**src/rtl/serial_rx_pkg.sv**
```systemverilog
// Shared constants and state types for the asynchronous serial link.
package serial_rx_pkg;

	// ==========================================================
	// Framing and timing
	// ==========================================================
	localparam int OVERSAMPLE = 16;
	localparam int DATA_BITS = 8;
	localparam int CHAR_BITS = 9;
	localparam int DIVISOR_WIDTH = 16;
	localparam int FIFO_DEPTH = 2;
	localparam logic [3:0] OS_FIRST = 4'h0;
	localparam logic [3:0] OS_LAST = 4'hf;
	localparam logic [3:0] SAMPLE_A = 4'h7;
	localparam logic [3:0] SAMPLE_B = 4'h8;
	localparam logic [3:0] SAMPLE_C = 4'h9;
	localparam logic [3:0] LAST_BIT_8 = 4'h7;
	localparam logic [3:0] LAST_BIT_9 = 4'h8;

	// ==========================================================
	// Line levels and reset values
	// ==========================================================
	localparam logic LINE_MARK = 1'b1;
	localparam logic LINE_SPACE = 1'b0;
	localparam logic [8:0] CHAR_RESET = 9'h000;
	localparam logic [1:0] COUNT_EMPTY = 2'h0;
	localparam logic [1:0] COUNT_ONE = 2'h1;
	localparam logic [1:0] COUNT_FULL = 2'h2;

	// ==========================================================
	// State types
	// ==========================================================
	typedef enum logic [1:0] {RX_IDLE, RX_START, RX_DATA, RX_STOP} rx_state_e;
	typedef enum logic [1:0] {TX_IDLE, TX_START, TX_DATA, TX_STOP} tx_state_e;

endpackage : serial_rx_pkg
```
**src/rtl/serial_line_if.sv**
```systemverilog
// Single-wire asynchronous serial line between transmitter and receiver.
`timescale 1ns/1ps
interface serial_line_if;
	logic line;
	modport transmitter (output line);
	modport receiver (input line);
endinterface : serial_line_if

```
**src/rtl/async_serial_receiver.sv**
```systemverilog
// Asynchronous serial receiver with two-entry FIFO and error status.
`timescale 1ns/1ps
module async_serial_receiver
	import serial_rx_pkg::*;
#(
	parameter int DIV_W = DIVISOR_WIDTH
) (
	// Clock and reset
	input wire logic clk_i,
	input wire logic sys_rst_i,
	// Link
	serial_line_if.receiver link,
	// Pin configuration
	input wire logic pin_direction_bit_i,
	input wire logic analog_select_bit_i,
	// Control bits
	input wire logic serial_port_enable_i,
	input wire logic continuous_receive_enable_i,
	input wire logic sync_mode_i,
	input wire logic nine_bit_receive_enable_i,
	input wire logic address_detect_enable_i,
	input wire logic [DIV_W-1:0] rate_divisor_i,
	// Interrupt enables
	input wire logic receive_irq_enable_i,
	input wire logic peripheral_irq_enable_i,
	input wire logic global_irq_enable_i,
	// Data read
	input wire logic data_read_i,
	output logic [DATA_BITS-1:0] receive_data_register_o,
	output logic received_ninth_bit_o,
	// Status
	output logic framing_error_flag_o,
	output logic overrun_error_flag_o,
	output logic receive_char_flag_o,
	output logic receive_idle_o,
	output logic receive_irq_o
);

	// Majority of three samples: the value seen at least twice.
	function automatic logic majority3(input logic a, input logic b, input logic c);
		majority3 = (a & b) | (a & c) | (b & c);
	endfunction : majority3

	rx_state_e state;
	logic active;
	logic rx_in;
	logic line_prev;
	logic [DIV_W-1:0] div_cnt;
	logic tick;
	logic [3:0] os_cnt;
	logic [1:0] maj_sh;
	logic decide;
	logic maj;
	logic [3:0] bit_idx;
	logic [CHAR_BITS-1:0] shreg;
	logic char_done;
	logic char_framing_error_flag;
	logic [CHAR_BITS-1:0] char_word;
	logic accept;
	logic pop;
	logic [1:0] count;
	logic [CHAR_BITS-1:0] ent_data [FIFO_DEPTH];
	logic ent_framing_error_flag [FIFO_DEPTH];

	assign active = continuous_receive_enable_i && !sync_mode_i && serial_port_enable_i;
	// A misconfigured pin reads as idle mark so no character can start.
	// pin configuration dependency
	assign rx_in = (pin_direction_bit_i && !analog_select_bit_i) ? link.line : LINE_MARK;
	assign tick = (div_cnt == '0);
	assign decide = tick && (os_cnt == SAMPLE_C);
	assign maj = majority3(maj_sh[1], maj_sh[0], rx_in);
	assign char_done = decide && (state == RX_STOP);
	assign char_framing_error_flag = (maj == LINE_SPACE);
	assign char_word = nine_bit_receive_enable_i ? shreg : {1'b0, shreg[CHAR_BITS-1:1]};
	assign accept = !address_detect_enable_i || (nine_bit_receive_enable_i && shreg[CHAR_BITS-1]);
	assign pop = data_read_i && (count != COUNT_EMPTY);

	// ==========================================================
	// Oversampling clock
	// ==========================================================
	// sixteen ticks per bit
	always_ff @(posedge clk_i or posedge sys_rst_i) begin
		if (sys_rst_i) begin
			div_cnt <= '0;
		end else if (!active || tick) begin
			div_cnt <= rate_divisor_i;
		end else begin
			div_cnt <= div_cnt - 1'b1;
		end
	end

	always_ff @(posedge clk_i or posedge sys_rst_i) begin
		if (sys_rst_i) begin
			os_cnt <= OS_FIRST;
		end else if (!active || state == RX_IDLE) begin
			os_cnt <= OS_FIRST;
		end else if (tick) begin
			os_cnt <= os_cnt + 1'b1;
		end
	end

	always_ff @(posedge clk_i or posedge sys_rst_i) begin
		if (sys_rst_i) begin
			maj_sh <= 2'h3;
			line_prev <= LINE_MARK;
		end else begin
			line_prev <= rx_in;
			if (tick && (os_cnt == SAMPLE_A || os_cnt == SAMPLE_B)) begin
				maj_sh <= {maj_sh[0], rx_in};
			end
		end
	end

	// ==========================================================
	// Character recovery
	// ==========================================================
	// disabled port holds reset
	always_ff @(posedge clk_i or posedge sys_rst_i) begin
		if (sys_rst_i) begin
			state <= RX_IDLE;
			bit_idx <= 4'h0;
			shreg <= CHAR_RESET;
		end else if (!active) begin
			state <= RX_IDLE;
			bit_idx <= 4'h0;
		end else begin
			case (state)
				RX_IDLE: begin
					if (line_prev == LINE_MARK && rx_in == LINE_SPACE) begin
						state <= RX_START;
					end
				end
				RX_START: begin
					if (decide) begin
						state <= (maj == LINE_SPACE) ? RX_DATA : RX_IDLE;
						bit_idx <= 4'h0;
					end
				end
				RX_DATA: begin
					if (decide) begin
						shreg <= {maj, shreg[CHAR_BITS-1:1]};
						bit_idx <= bit_idx + 1'b1;
						if (bit_idx == (nine_bit_receive_enable_i ? LAST_BIT_9 : LAST_BIT_8)) begin
							state <= RX_STOP;
						end
					end
				end
				RX_STOP: begin
					if (decide) begin
						state <= RX_IDLE;
					end
				end
				default: begin
					state <= RX_IDLE;
				end
			endcase
		end
	end

	// ==========================================================
	// Receive FIFO, oldest entry always in slot zero
	// ==========================================================
	// Keeping the oldest entry in slot zero lets the status and data outputs
	// come straight from storage, at the cost of a shift on every pop.
	// two entry FIFO
	always_ff @(posedge clk_i or posedge sys_rst_i) begin
		if (sys_rst_i) begin
			count <= COUNT_EMPTY;
			for (int i = 0; i < FIFO_DEPTH; i++) begin
				ent_data[i] <= CHAR_RESET;
				ent_framing_error_flag[i] <= 1'b0;
			end
		end else if (!serial_port_enable_i) begin
			count <= COUNT_EMPTY;
			for (int i = 0; i < FIFO_DEPTH; i++) begin
				ent_data[i] <= CHAR_RESET;
				ent_framing_error_flag[i] <= 1'b0;
			end
		end else begin
			if (char_done && accept && !overrun_error_flag_o) begin
				case (count)
					COUNT_EMPTY: begin
						ent_data[0] <= char_word;
						ent_framing_error_flag[0] <= char_framing_error_flag;
						count <= COUNT_ONE;
					end
					COUNT_ONE: begin
						if (pop) begin
							ent_data[0] <= char_word;
							ent_framing_error_flag[0] <= char_framing_error_flag;
						end else begin
							ent_data[1] <= char_word;
							ent_framing_error_flag[1] <= char_framing_error_flag;
							count <= COUNT_FULL;
						end
					end
					default: begin
						if (pop) begin
							ent_data[0] <= ent_data[1];
							ent_framing_error_flag[0] <= ent_framing_error_flag[1];
							ent_data[1] <= char_word;
							ent_framing_error_flag[1] <= char_framing_error_flag;
						end
					end
				endcase
			end else if (pop) begin
				ent_data[0] <= ent_data[1];
				ent_framing_error_flag[0] <= ent_framing_error_flag[1];
				count <= count - 1'b1;
			end
		end
	end

	// ==========================================================
	// Status and interrupt outputs
	// ==========================================================
	// overrun on third character
	always_ff @(posedge clk_i or posedge sys_rst_i) begin
		if (sys_rst_i) begin
			overrun_error_flag_o <= 1'b0;
		end else if (!active) begin
			overrun_error_flag_o <= 1'b0;
		end else if (char_done && accept && count == COUNT_FULL && !pop) begin
			overrun_error_flag_o <= 1'b1;
		end
	end

	always_ff @(posedge clk_i or posedge sys_rst_i) begin
		if (sys_rst_i) begin
			receive_data_register_o <= '0;
			received_ninth_bit_o <= 1'b0;
			framing_error_flag_o <= 1'b0;
		end else begin
			receive_data_register_o <= ent_data[0][DATA_BITS-1:0];
			received_ninth_bit_o <= ent_data[0][CHAR_BITS-1];
			framing_error_flag_o <= ent_framing_error_flag[0];
		end
	end

	always_ff @(posedge clk_i or posedge sys_rst_i) begin
		if (sys_rst_i) begin
			receive_char_flag_o <= 1'b0;
			receive_idle_o <= 1'b1;
		end else begin
			receive_char_flag_o <= active && (count != COUNT_EMPTY);
			receive_idle_o <= (state == RX_IDLE);
		end
	end

	always_ff @(posedge clk_i or posedge sys_rst_i) begin
		if (sys_rst_i) begin
			receive_irq_o <= 1'b0;
		end else begin
			receive_irq_o <= receive_char_flag_o && receive_irq_enable_i
				&& peripheral_irq_enable_i && global_irq_enable_i;
		end
	end

endmodule : async_serial_receiver

```
**src/flat_wrapper.sv**
```systemverilog
// flat-port wrapper written by rule: the top's interface ports become plain ports
module async_serial_receiver_flat import serial_rx_pkg::*;
#(
	parameter int DIV_W = DIVISOR_WIDTH
)
  (clk_i, sys_rst_i, pin_direction_bit_i, analog_select_bit_i, serial_port_enable_i, continuous_receive_enable_i, sync_mode_i, nine_bit_receive_enable_i, address_detect_enable_i, rate_divisor_i, receive_irq_enable_i, peripheral_irq_enable_i, global_irq_enable_i, data_read_i, receive_data_register_o, received_ninth_bit_o, framing_error_flag_o, overrun_error_flag_o, receive_char_flag_o, receive_idle_o, receive_irq_o, link_line);
  serial_line_if link_i ();
  input wire logic clk_i;
  input wire logic sys_rst_i;
  input wire logic pin_direction_bit_i;
  input wire logic analog_select_bit_i;
  input wire logic serial_port_enable_i;
  input wire logic continuous_receive_enable_i;
  input wire logic sync_mode_i;
  input wire logic nine_bit_receive_enable_i;
  input wire logic address_detect_enable_i;
  input wire logic [DIV_W-1:0] rate_divisor_i;
  input wire logic receive_irq_enable_i;
  input wire logic peripheral_irq_enable_i;
  input wire logic global_irq_enable_i;
  input wire logic data_read_i;
  output logic [DATA_BITS-1:0] receive_data_register_o;
  output logic received_ninth_bit_o;
  output logic framing_error_flag_o;
  output logic overrun_error_flag_o;
  output logic receive_char_flag_o;
  output logic receive_idle_o;
  output logic receive_irq_o;
  input wire logic [$bits(link_i.line)-1:0] link_line;
  assign link_i.line = link_line;
  async_serial_receiver #(.DIV_W(DIV_W)) u_core (.clk_i(clk_i), .sys_rst_i(sys_rst_i), .link(link_i), .pin_direction_bit_i(pin_direction_bit_i), .analog_select_bit_i(analog_select_bit_i), .serial_port_enable_i(serial_port_enable_i), .continuous_receive_enable_i(continuous_receive_enable_i), .sync_mode_i(sync_mode_i), .nine_bit_receive_enable_i(nine_bit_receive_enable_i), .address_detect_enable_i(address_detect_enable_i), .rate_divisor_i(rate_divisor_i), .receive_irq_enable_i(receive_irq_enable_i), .peripheral_irq_enable_i(peripheral_irq_enable_i), .global_irq_enable_i(global_irq_enable_i), .data_read_i(data_read_i), .receive_data_register_o(receive_data_register_o), .received_ninth_bit_o(received_ninth_bit_o), .framing_error_flag_o(framing_error_flag_o), .overrun_error_flag_o(overrun_error_flag_o), .receive_char_flag_o(receive_char_flag_o), .receive_idle_o(receive_idle_o), .receive_irq_o(receive_irq_o));
endmodule
```
**config.mk**
```make
export PLATFORM = sky130hd
export DESIGN_NAME = async_serial_receiver_flat
export DESIGN_NICKNAME = d
export VERILOG_FILES = /design/src/rtl/serial_rx_pkg.sv /design/src/rtl/serial_line_if.sv /design/src/rtl/async_serial_receiver.sv /design/src/flat_wrapper.sv
export SDC_FILE = /design/constraint.sdc
export NUM_CORES = 1
export LEC_CHECK = 0
export ABC_AREA = 1
export BUFFER_PORTS_ARGS = -buffer_cell sky130_fd_sc_hd__buf_2
export CELL_PAD_IN_SITES_DETAIL_PLACEMENT = 0
export CELL_PAD_IN_SITES_GLOBAL_PLACEMENT = 1
export CORE_ASPECT_RATIO = 1.4
export CORE_MARGIN = 10
export CORE_UTILIZATION = 43
export CTS_CLUSTER_SIZE = 14
export DETAILED_ROUTE_END_ITERATION = 8
export HOLD_SLACK_MARGIN = 0.12
export PLACE_DENSITY_LB_ADDON = 0.1
export SLEW_MARGIN = 20
export SYNTH_ARGS = -nofsm -noshare
export SYNTH_HDL_FRONTEND = slang
export SYNTH_SLANG_ARGS = --single-unit
```
**constraint.sdc**
```tcl
create_clock -name clk_i -period 2.66 [get_ports clk_i]
set_input_delay 0.266 -clock clk_i [delete_from_list [all_inputs] [get_ports clk_i]]
set_output_delay 0.266 -clock clk_i [all_outputs]
set_load 0.05 [all_outputs]
```
Yosys cells after proc, flatten, opt, wreduce, memory -nomap -nowiden --
Cells that the tools add are included.
Storage, ports and cells: input port bits 30, logic and storage cells 136, output and inout bits 14, flip-flop bits (word level) 74
Cells by class: reduce and logical (&&, ||, !) cells 38, multiplexer cells 43, add/subtract/negate cells 4, bitwise operators 7, equal/unequal tests 25
Operators with widths (number):
- 2-to-1 mux 9 bit | 6
- 2-to-1 mux 18 bit | 2
- case mux 9 bit (2 select lines) | 2
- 2-to-1 mux 2 bit | 13
- 2-to-1 mux 4 bit | 6
- != test 3 bit, second input constant | 7
- logical AND 1 bit | 17
- zero test 16 bit | 1
- 2-to-1 mux 16 bit | 1
- subtractor 16 x 1 -> 16 bit, second input constant | 1
- AND reduction 3 bit | 4
- != test 3 x 1 -> 1 bit, second input constant | 3
- adder 4 x 1 -> 4 bit, second input constant | 2
- == test 4 bit, second input constant | 2
- 2-to-1 mux 1 bit | 8
- != test 4 bit, second input constant | 2
- case mux 2 bit (4 select lines) | 1
- case mux 4 bit (2 select lines) | 1
- == test 2 bit, second input constant | 3
- zero test 1 bit | 6
- AND reduction 5 bit | 1
- == test 2 x 1 -> 1 bit, second input constant | 2
- == test 4 x 3 -> 1 bit, second input constant | 1
- == test 4 bit | 1
- other kinds (13) | 24

Longest topological paths before layout --
word-level depth 11, mapped depth 14, depth with buffers taken out 14

Worst setup path after synthesis --
OpenSTA, ideal clock, no wires.
kind reg-to-reg, start point register u_core.div_cnt[0], end point register u_core.ent_framing_error_flag[1] in the netlist's numbering, slack 0.969 ns, required time 2.539 ns, buffers on the path 0, stages on the path, launching flop included 12, clock period less this slack 1.691 ns, arrival time 1.571 ns, cells stage by stage dfrtp_1 > inv_1 > ha_1 > nand2_1 > nor2_1 > nand3_1 > nor2_8 > nand4_4 > nand2_1 > nand2_2 > nand2_1 > o21ai_1
Between the ends: cells in the longest elaborated chain, start to end 7, elaborated cells on any way between the ends 9, classes of those cells eq/ne (1); mux (2); reduce/logical (6)
Ends and longest elaborated chain:
- from (decl) | line async_serial_receiver.sv:48 | logic [DIV_W-1:0] div_cnt;
- from (signal assigned) | line async_serial_receiver.sv:86 | div_cnt <= rate_divisor_i;
- from (signal assigned) | line async_serial_receiver.sv:88 | div_cnt <= div_cnt - 1'b1;
- zero test 16 bit (*) | line async_serial_receiver.sv:69 | assign tick = (div_cnt == '0);
- logical AND 1 bit (*) | line async_serial_receiver.sv:70 | assign decide = tick && (os_cnt == SAMPLE_C);
- logical AND 1 bit (*) | line async_serial_receiver.sv:72 | assign char_done = decide && (state == RX_STOP);
- logical AND 1 bit (*) (2 in a row) | line async_serial_receiver.sv:180 | if (char_done && accept && !overrun_error_flag_o) begin
- != test 3 x 1 -> 1 bit (no source line) or 2-to-1 mux 1 bit (tied branches)
- AND reduction 3 bit (no source line) or 2-to-1 mux 2 bit (tied branches)
- to (decl) | line async_serial_receiver.sv:63 | logic ent_framing_error_flag [FIFO_DEPTH];
Mark *: on every way between the ends. The rest lies on a longest branch, timed or not. A chain may end at the register's enable or synchronous reset.

Final worst setup path --
start point register u_core.div_cnt[0], end point register u_core.div_cnt[11]
Between the ends: cells in the longest elaborated chain, start to end 3, elaborated cells on any way between the ends 4, classes of those cells add/sub (1); mux (1); reduce/logical (2)
Ends and longest elaborated chain:
- branches (longest 2 deep; another with subtractor 16 x 1 -> 16 bit)
- 2-to-1 mux 16 bit (*) | line async_serial_receiver.sv:85 | end else if (!active || tick) begin
Mark *: on every way between the ends.

==> results.md <==
- Worst path bufs/invs: 2
- Setup_tns: 0 ns
- Root buffer cell: clkbuf_16
- CP most frequent cell: nand2_1
- Overall power: between 2 and 3 mW
- Total track usage: 0.151
- CP Max Fanout: 16
- H-tree depth: 3
- Reg power frac: 0.425
- Leakage Power: approximately 2.2 nW
- Via density: approximately 5
- Critical path cell sequence: inv_1 -> ha_1 -> nand2_1 -> nor2_1 -> nand2_1 -> nand2_1 -> buf_4 -> nor2_1 -> a21oi_1
- Largest family of logic cells by synthesized area: simple AND/OR/NAND/NOR gates
- # hold bufs at CTS: 5
- Post CTS Setup Buffer Count: 0
- Clock share of power: 0.448
- Post-DRT Antenna Nets: 0
- Final hold viol count: 0
- Yosys reg bits: 74
- Critical path launch point type: flop
- Synthesized-area fraction occupied by adder cells: 0.0282
- Setup crit end kind: flop
- Wire length per cell: about 14 um
- Fill cells: 897
- Initial antenna violation count: 0
- Worst-Margin Slew: between 0.6 and 0.7 ns
- Num Clock Sinks: 74
- Worst VDD drop: 375 uV
- Complex-gate fraction of the synthesized area: 0.101
- Final setup skew: 0.00668 ns
- Power Internal: approximately 2 mW
- Initial cell density of the core: 0.442
- Final slew viol count: 0
- Max Cap Violations: 0
- Syn_nets: 551
- Via Count: 3,377
- First-pass GRT wire length: approximately 16,000 um
- Final Hold Slack: 0.132 ns
- Relative slew margins: 0.581
- Layout cell share with drive strength beyond 1: 0.170
- Nets: 603
- Syn Area/Cell: about 7.8 um^2
- Post-DP HPWL: 7140 um
- Outcome: complete, no violations
- # DRC: 0
- Vias in the first global route: 3,473
- Number of gates resized after CTS: 0
- Critical Path RT: 2.93 ns
- Synth Area in Simple Gates: 0.307
- Sw Ratio: 0.285
- Seq/Total Area, Yosys: 0.466
- Final period util: 0.754
- Area Growth Syn to Fin: 17.0%
- Xor/xnor share of the synthesized area: 0.0220
- End-of-flow core utilization: 0.517
- CTS tree: done
- Port bufs: 43
- Final Critical Period: 2.01 ns
- Slowest CP cell: dfrtp_1
- Top delay family on crit path: simple AND/OR/NAND/NOR gates
- WS Path Type: reg2reg
- Worst hold path class: in2reg
- ANT cells: 0
- Setup ws final: 0.655 ns
- Final wirelength: roughly 9600 um
- # rows: ~40
- Count of different cell masters after synthesis: 35
- Peak Freq: 499 MHz
- Unrepaired setup endpoints after global routing: no
- TritonCTS Buffers: 9
- Final count of negative-setup-slack endpoints: 0
- Ports: 44
- Psw: approximately 0.80 mW
- Clock Latency Late Sink: around 0.34 ns
- Clock slew at reported path FFs: around 0.060 ns
- Core box area: between 9000 and 10,000 um^2
- GRT overflow: 0
- Gpl congestion: 0.821
- Die width: 101 um
- Arr. time, crit path: around 2.3 ns
- YS warnings: 0
- Die Area: about 14,000 um^2
- Largest stage delay, worst path: 0.37 ns
- Longest Clk Path Bufs: 2
- Cell Pwr Density: between 600 and 700 nW/um^2
- Mux cell area share after synthesis: 0.00282
- DRT iter0 DRCs: between 100 and 150
- Drt pass-1 iters: 4
- Dpl ws: between 0.6 and 0.7 ns
- Gate power share: 0.127
- Mapped Area: roughly 4000 um^2
- Largest net degree at the start of global routing: 29
- Gate Count Post-Synth: between 500 and 600
- Die H: around 130 um
Yosys cell counts (all sizes together):
library cell	count	area [um^2]
ha	9	113
buf	6	36.3
dfstp	4	105
nand3	31	168
xor2	6	52.6
or2	1	6.26
nand4	15	124
nor2	56	269
o21a	1	7.51
dfrtp	70	1750
a21oi	8	51.3
o22ai	1	6.26
a22oi	1	7.51
nand2	161	609
nand3b	1	7.51
xnor2	4	35.0
mux2	1	11.3
clkbuf	4	15.0
o21ai	59	310
inv	64	240
nor3	6	41.3
a31oi	3	18.8
power groups by stage:
| stage | clock network, mW | registers (mW) | logic, mW |
|---|---|---|---|
| 3_5_place_dp | 0 | 1.22 | 0.356 |
| 5_1_grt | 1.34 | 1.20 | 0.415 |
| 3_3_place_gp | 0 | 1.21 | 0.356 |
| 2_1_floorplan | 0 | 1.21 | 0.258 |
| 4_1_cts | 1.30 | 1.20 | 0.364 |
| 6_report | 1.26 | 1.19 | 0.358 |
kinds of logic (layout without fill, tap and decap cells):
| group | count (synthesis) | in the layout |
|---|---|---|
| compound gates | 73 | 73 |
| xor+xnor | 10 | 10 |
| fa+ha+maj | 9 | 9 |
| buf+inv | 74 | 131 |
| flops | 74 | 74 |
| mux | 1 | 1 |
| simple gates | 271 | 271 |
flip-flops by register name, summed over array words and instances (netlist names), 4 cells and up:
register	count
u_core.receive_data_register_o	8
u_core.bit_idx	4
u_core.ent_data	18
u_core.div_cnt	16
u_core.os_cnt	4
u_core.shreg	9
worst paths after layout:
check	slack [ns]	endpoint	from	depth (start not counted)
max reg2reg	0.65	u_core.div_cnt[11]	u_core.div_cnt[0]	9
min	0.13	u_core.div_cnt[0]	rate_divisor_i[0]	3
min reg2reg	0.38	u_core.receive_data_register_o[2]	u_core.ent_data[11]	0
min in group asynchronous	0.55	u_core.ent_data[3]	sys_rst_i	3
max in group asynchronous	1.27	u_core.maj_sh[1]	sys_rst_i	4
max	0.65	u_core.div_cnt[11]	u_core.div_cnt[0]	9
worst register-to-register path: stages (launching register included):
cell	delay (ns)
dfrtp_1	0.37
inv_1	0.11
ha_1	0.22
nand2_1	0.07
nor2_1	0.19
nand2_1	0.16
nand2_1	0.33
buf_4	0.28
nor2_1	0.07
a21oi_1	0.12
metal layers:
metal | vias to the layer above | routed length [um] | global-route usage
li1 | 1737 | - | -
met1 | 1574 | 3920 | 0.168
met2 | 47 | 5070 | 0.263
met3 | 19 | 328 | 0.0339
met4 | 0 | 253 | 0.0691
met5 | - | 0 | 0
layout by cell type (no fill, tap or decap), types with 6 or more instances in the layout:
master	n
inv_1	54
nand4_1	13
o21ai_1	16
nand3_1	30
o21ai_0	41
a21oi_1	7
nand2_1	159
dfrtp_1	70
nor2_1	46
buf_2	43
xor2_1	6
ha_1	9
inv_2	10
clkbuf_16	9
metrics by stage:
stage	instance area [um^2]	instances
floorplan	3990	512
global placement	4310	655
detailed placement	4310	655
CTS	4670	676
global route	4670	676
finish	4670	676
layout make-up:
cell class                 count  area (um^2)  area share
multi-input combinational    364         1840       0.394
tap                          107          134      0.0287
inverter                      64          240      0.0515
sequential                    74         1860       0.398
clock inverter                 7         83.8      0.0180
timing repair buffer          51          288      0.0617
clock buffer                   9          225      0.0483
(Power assumes the default switching activity.)
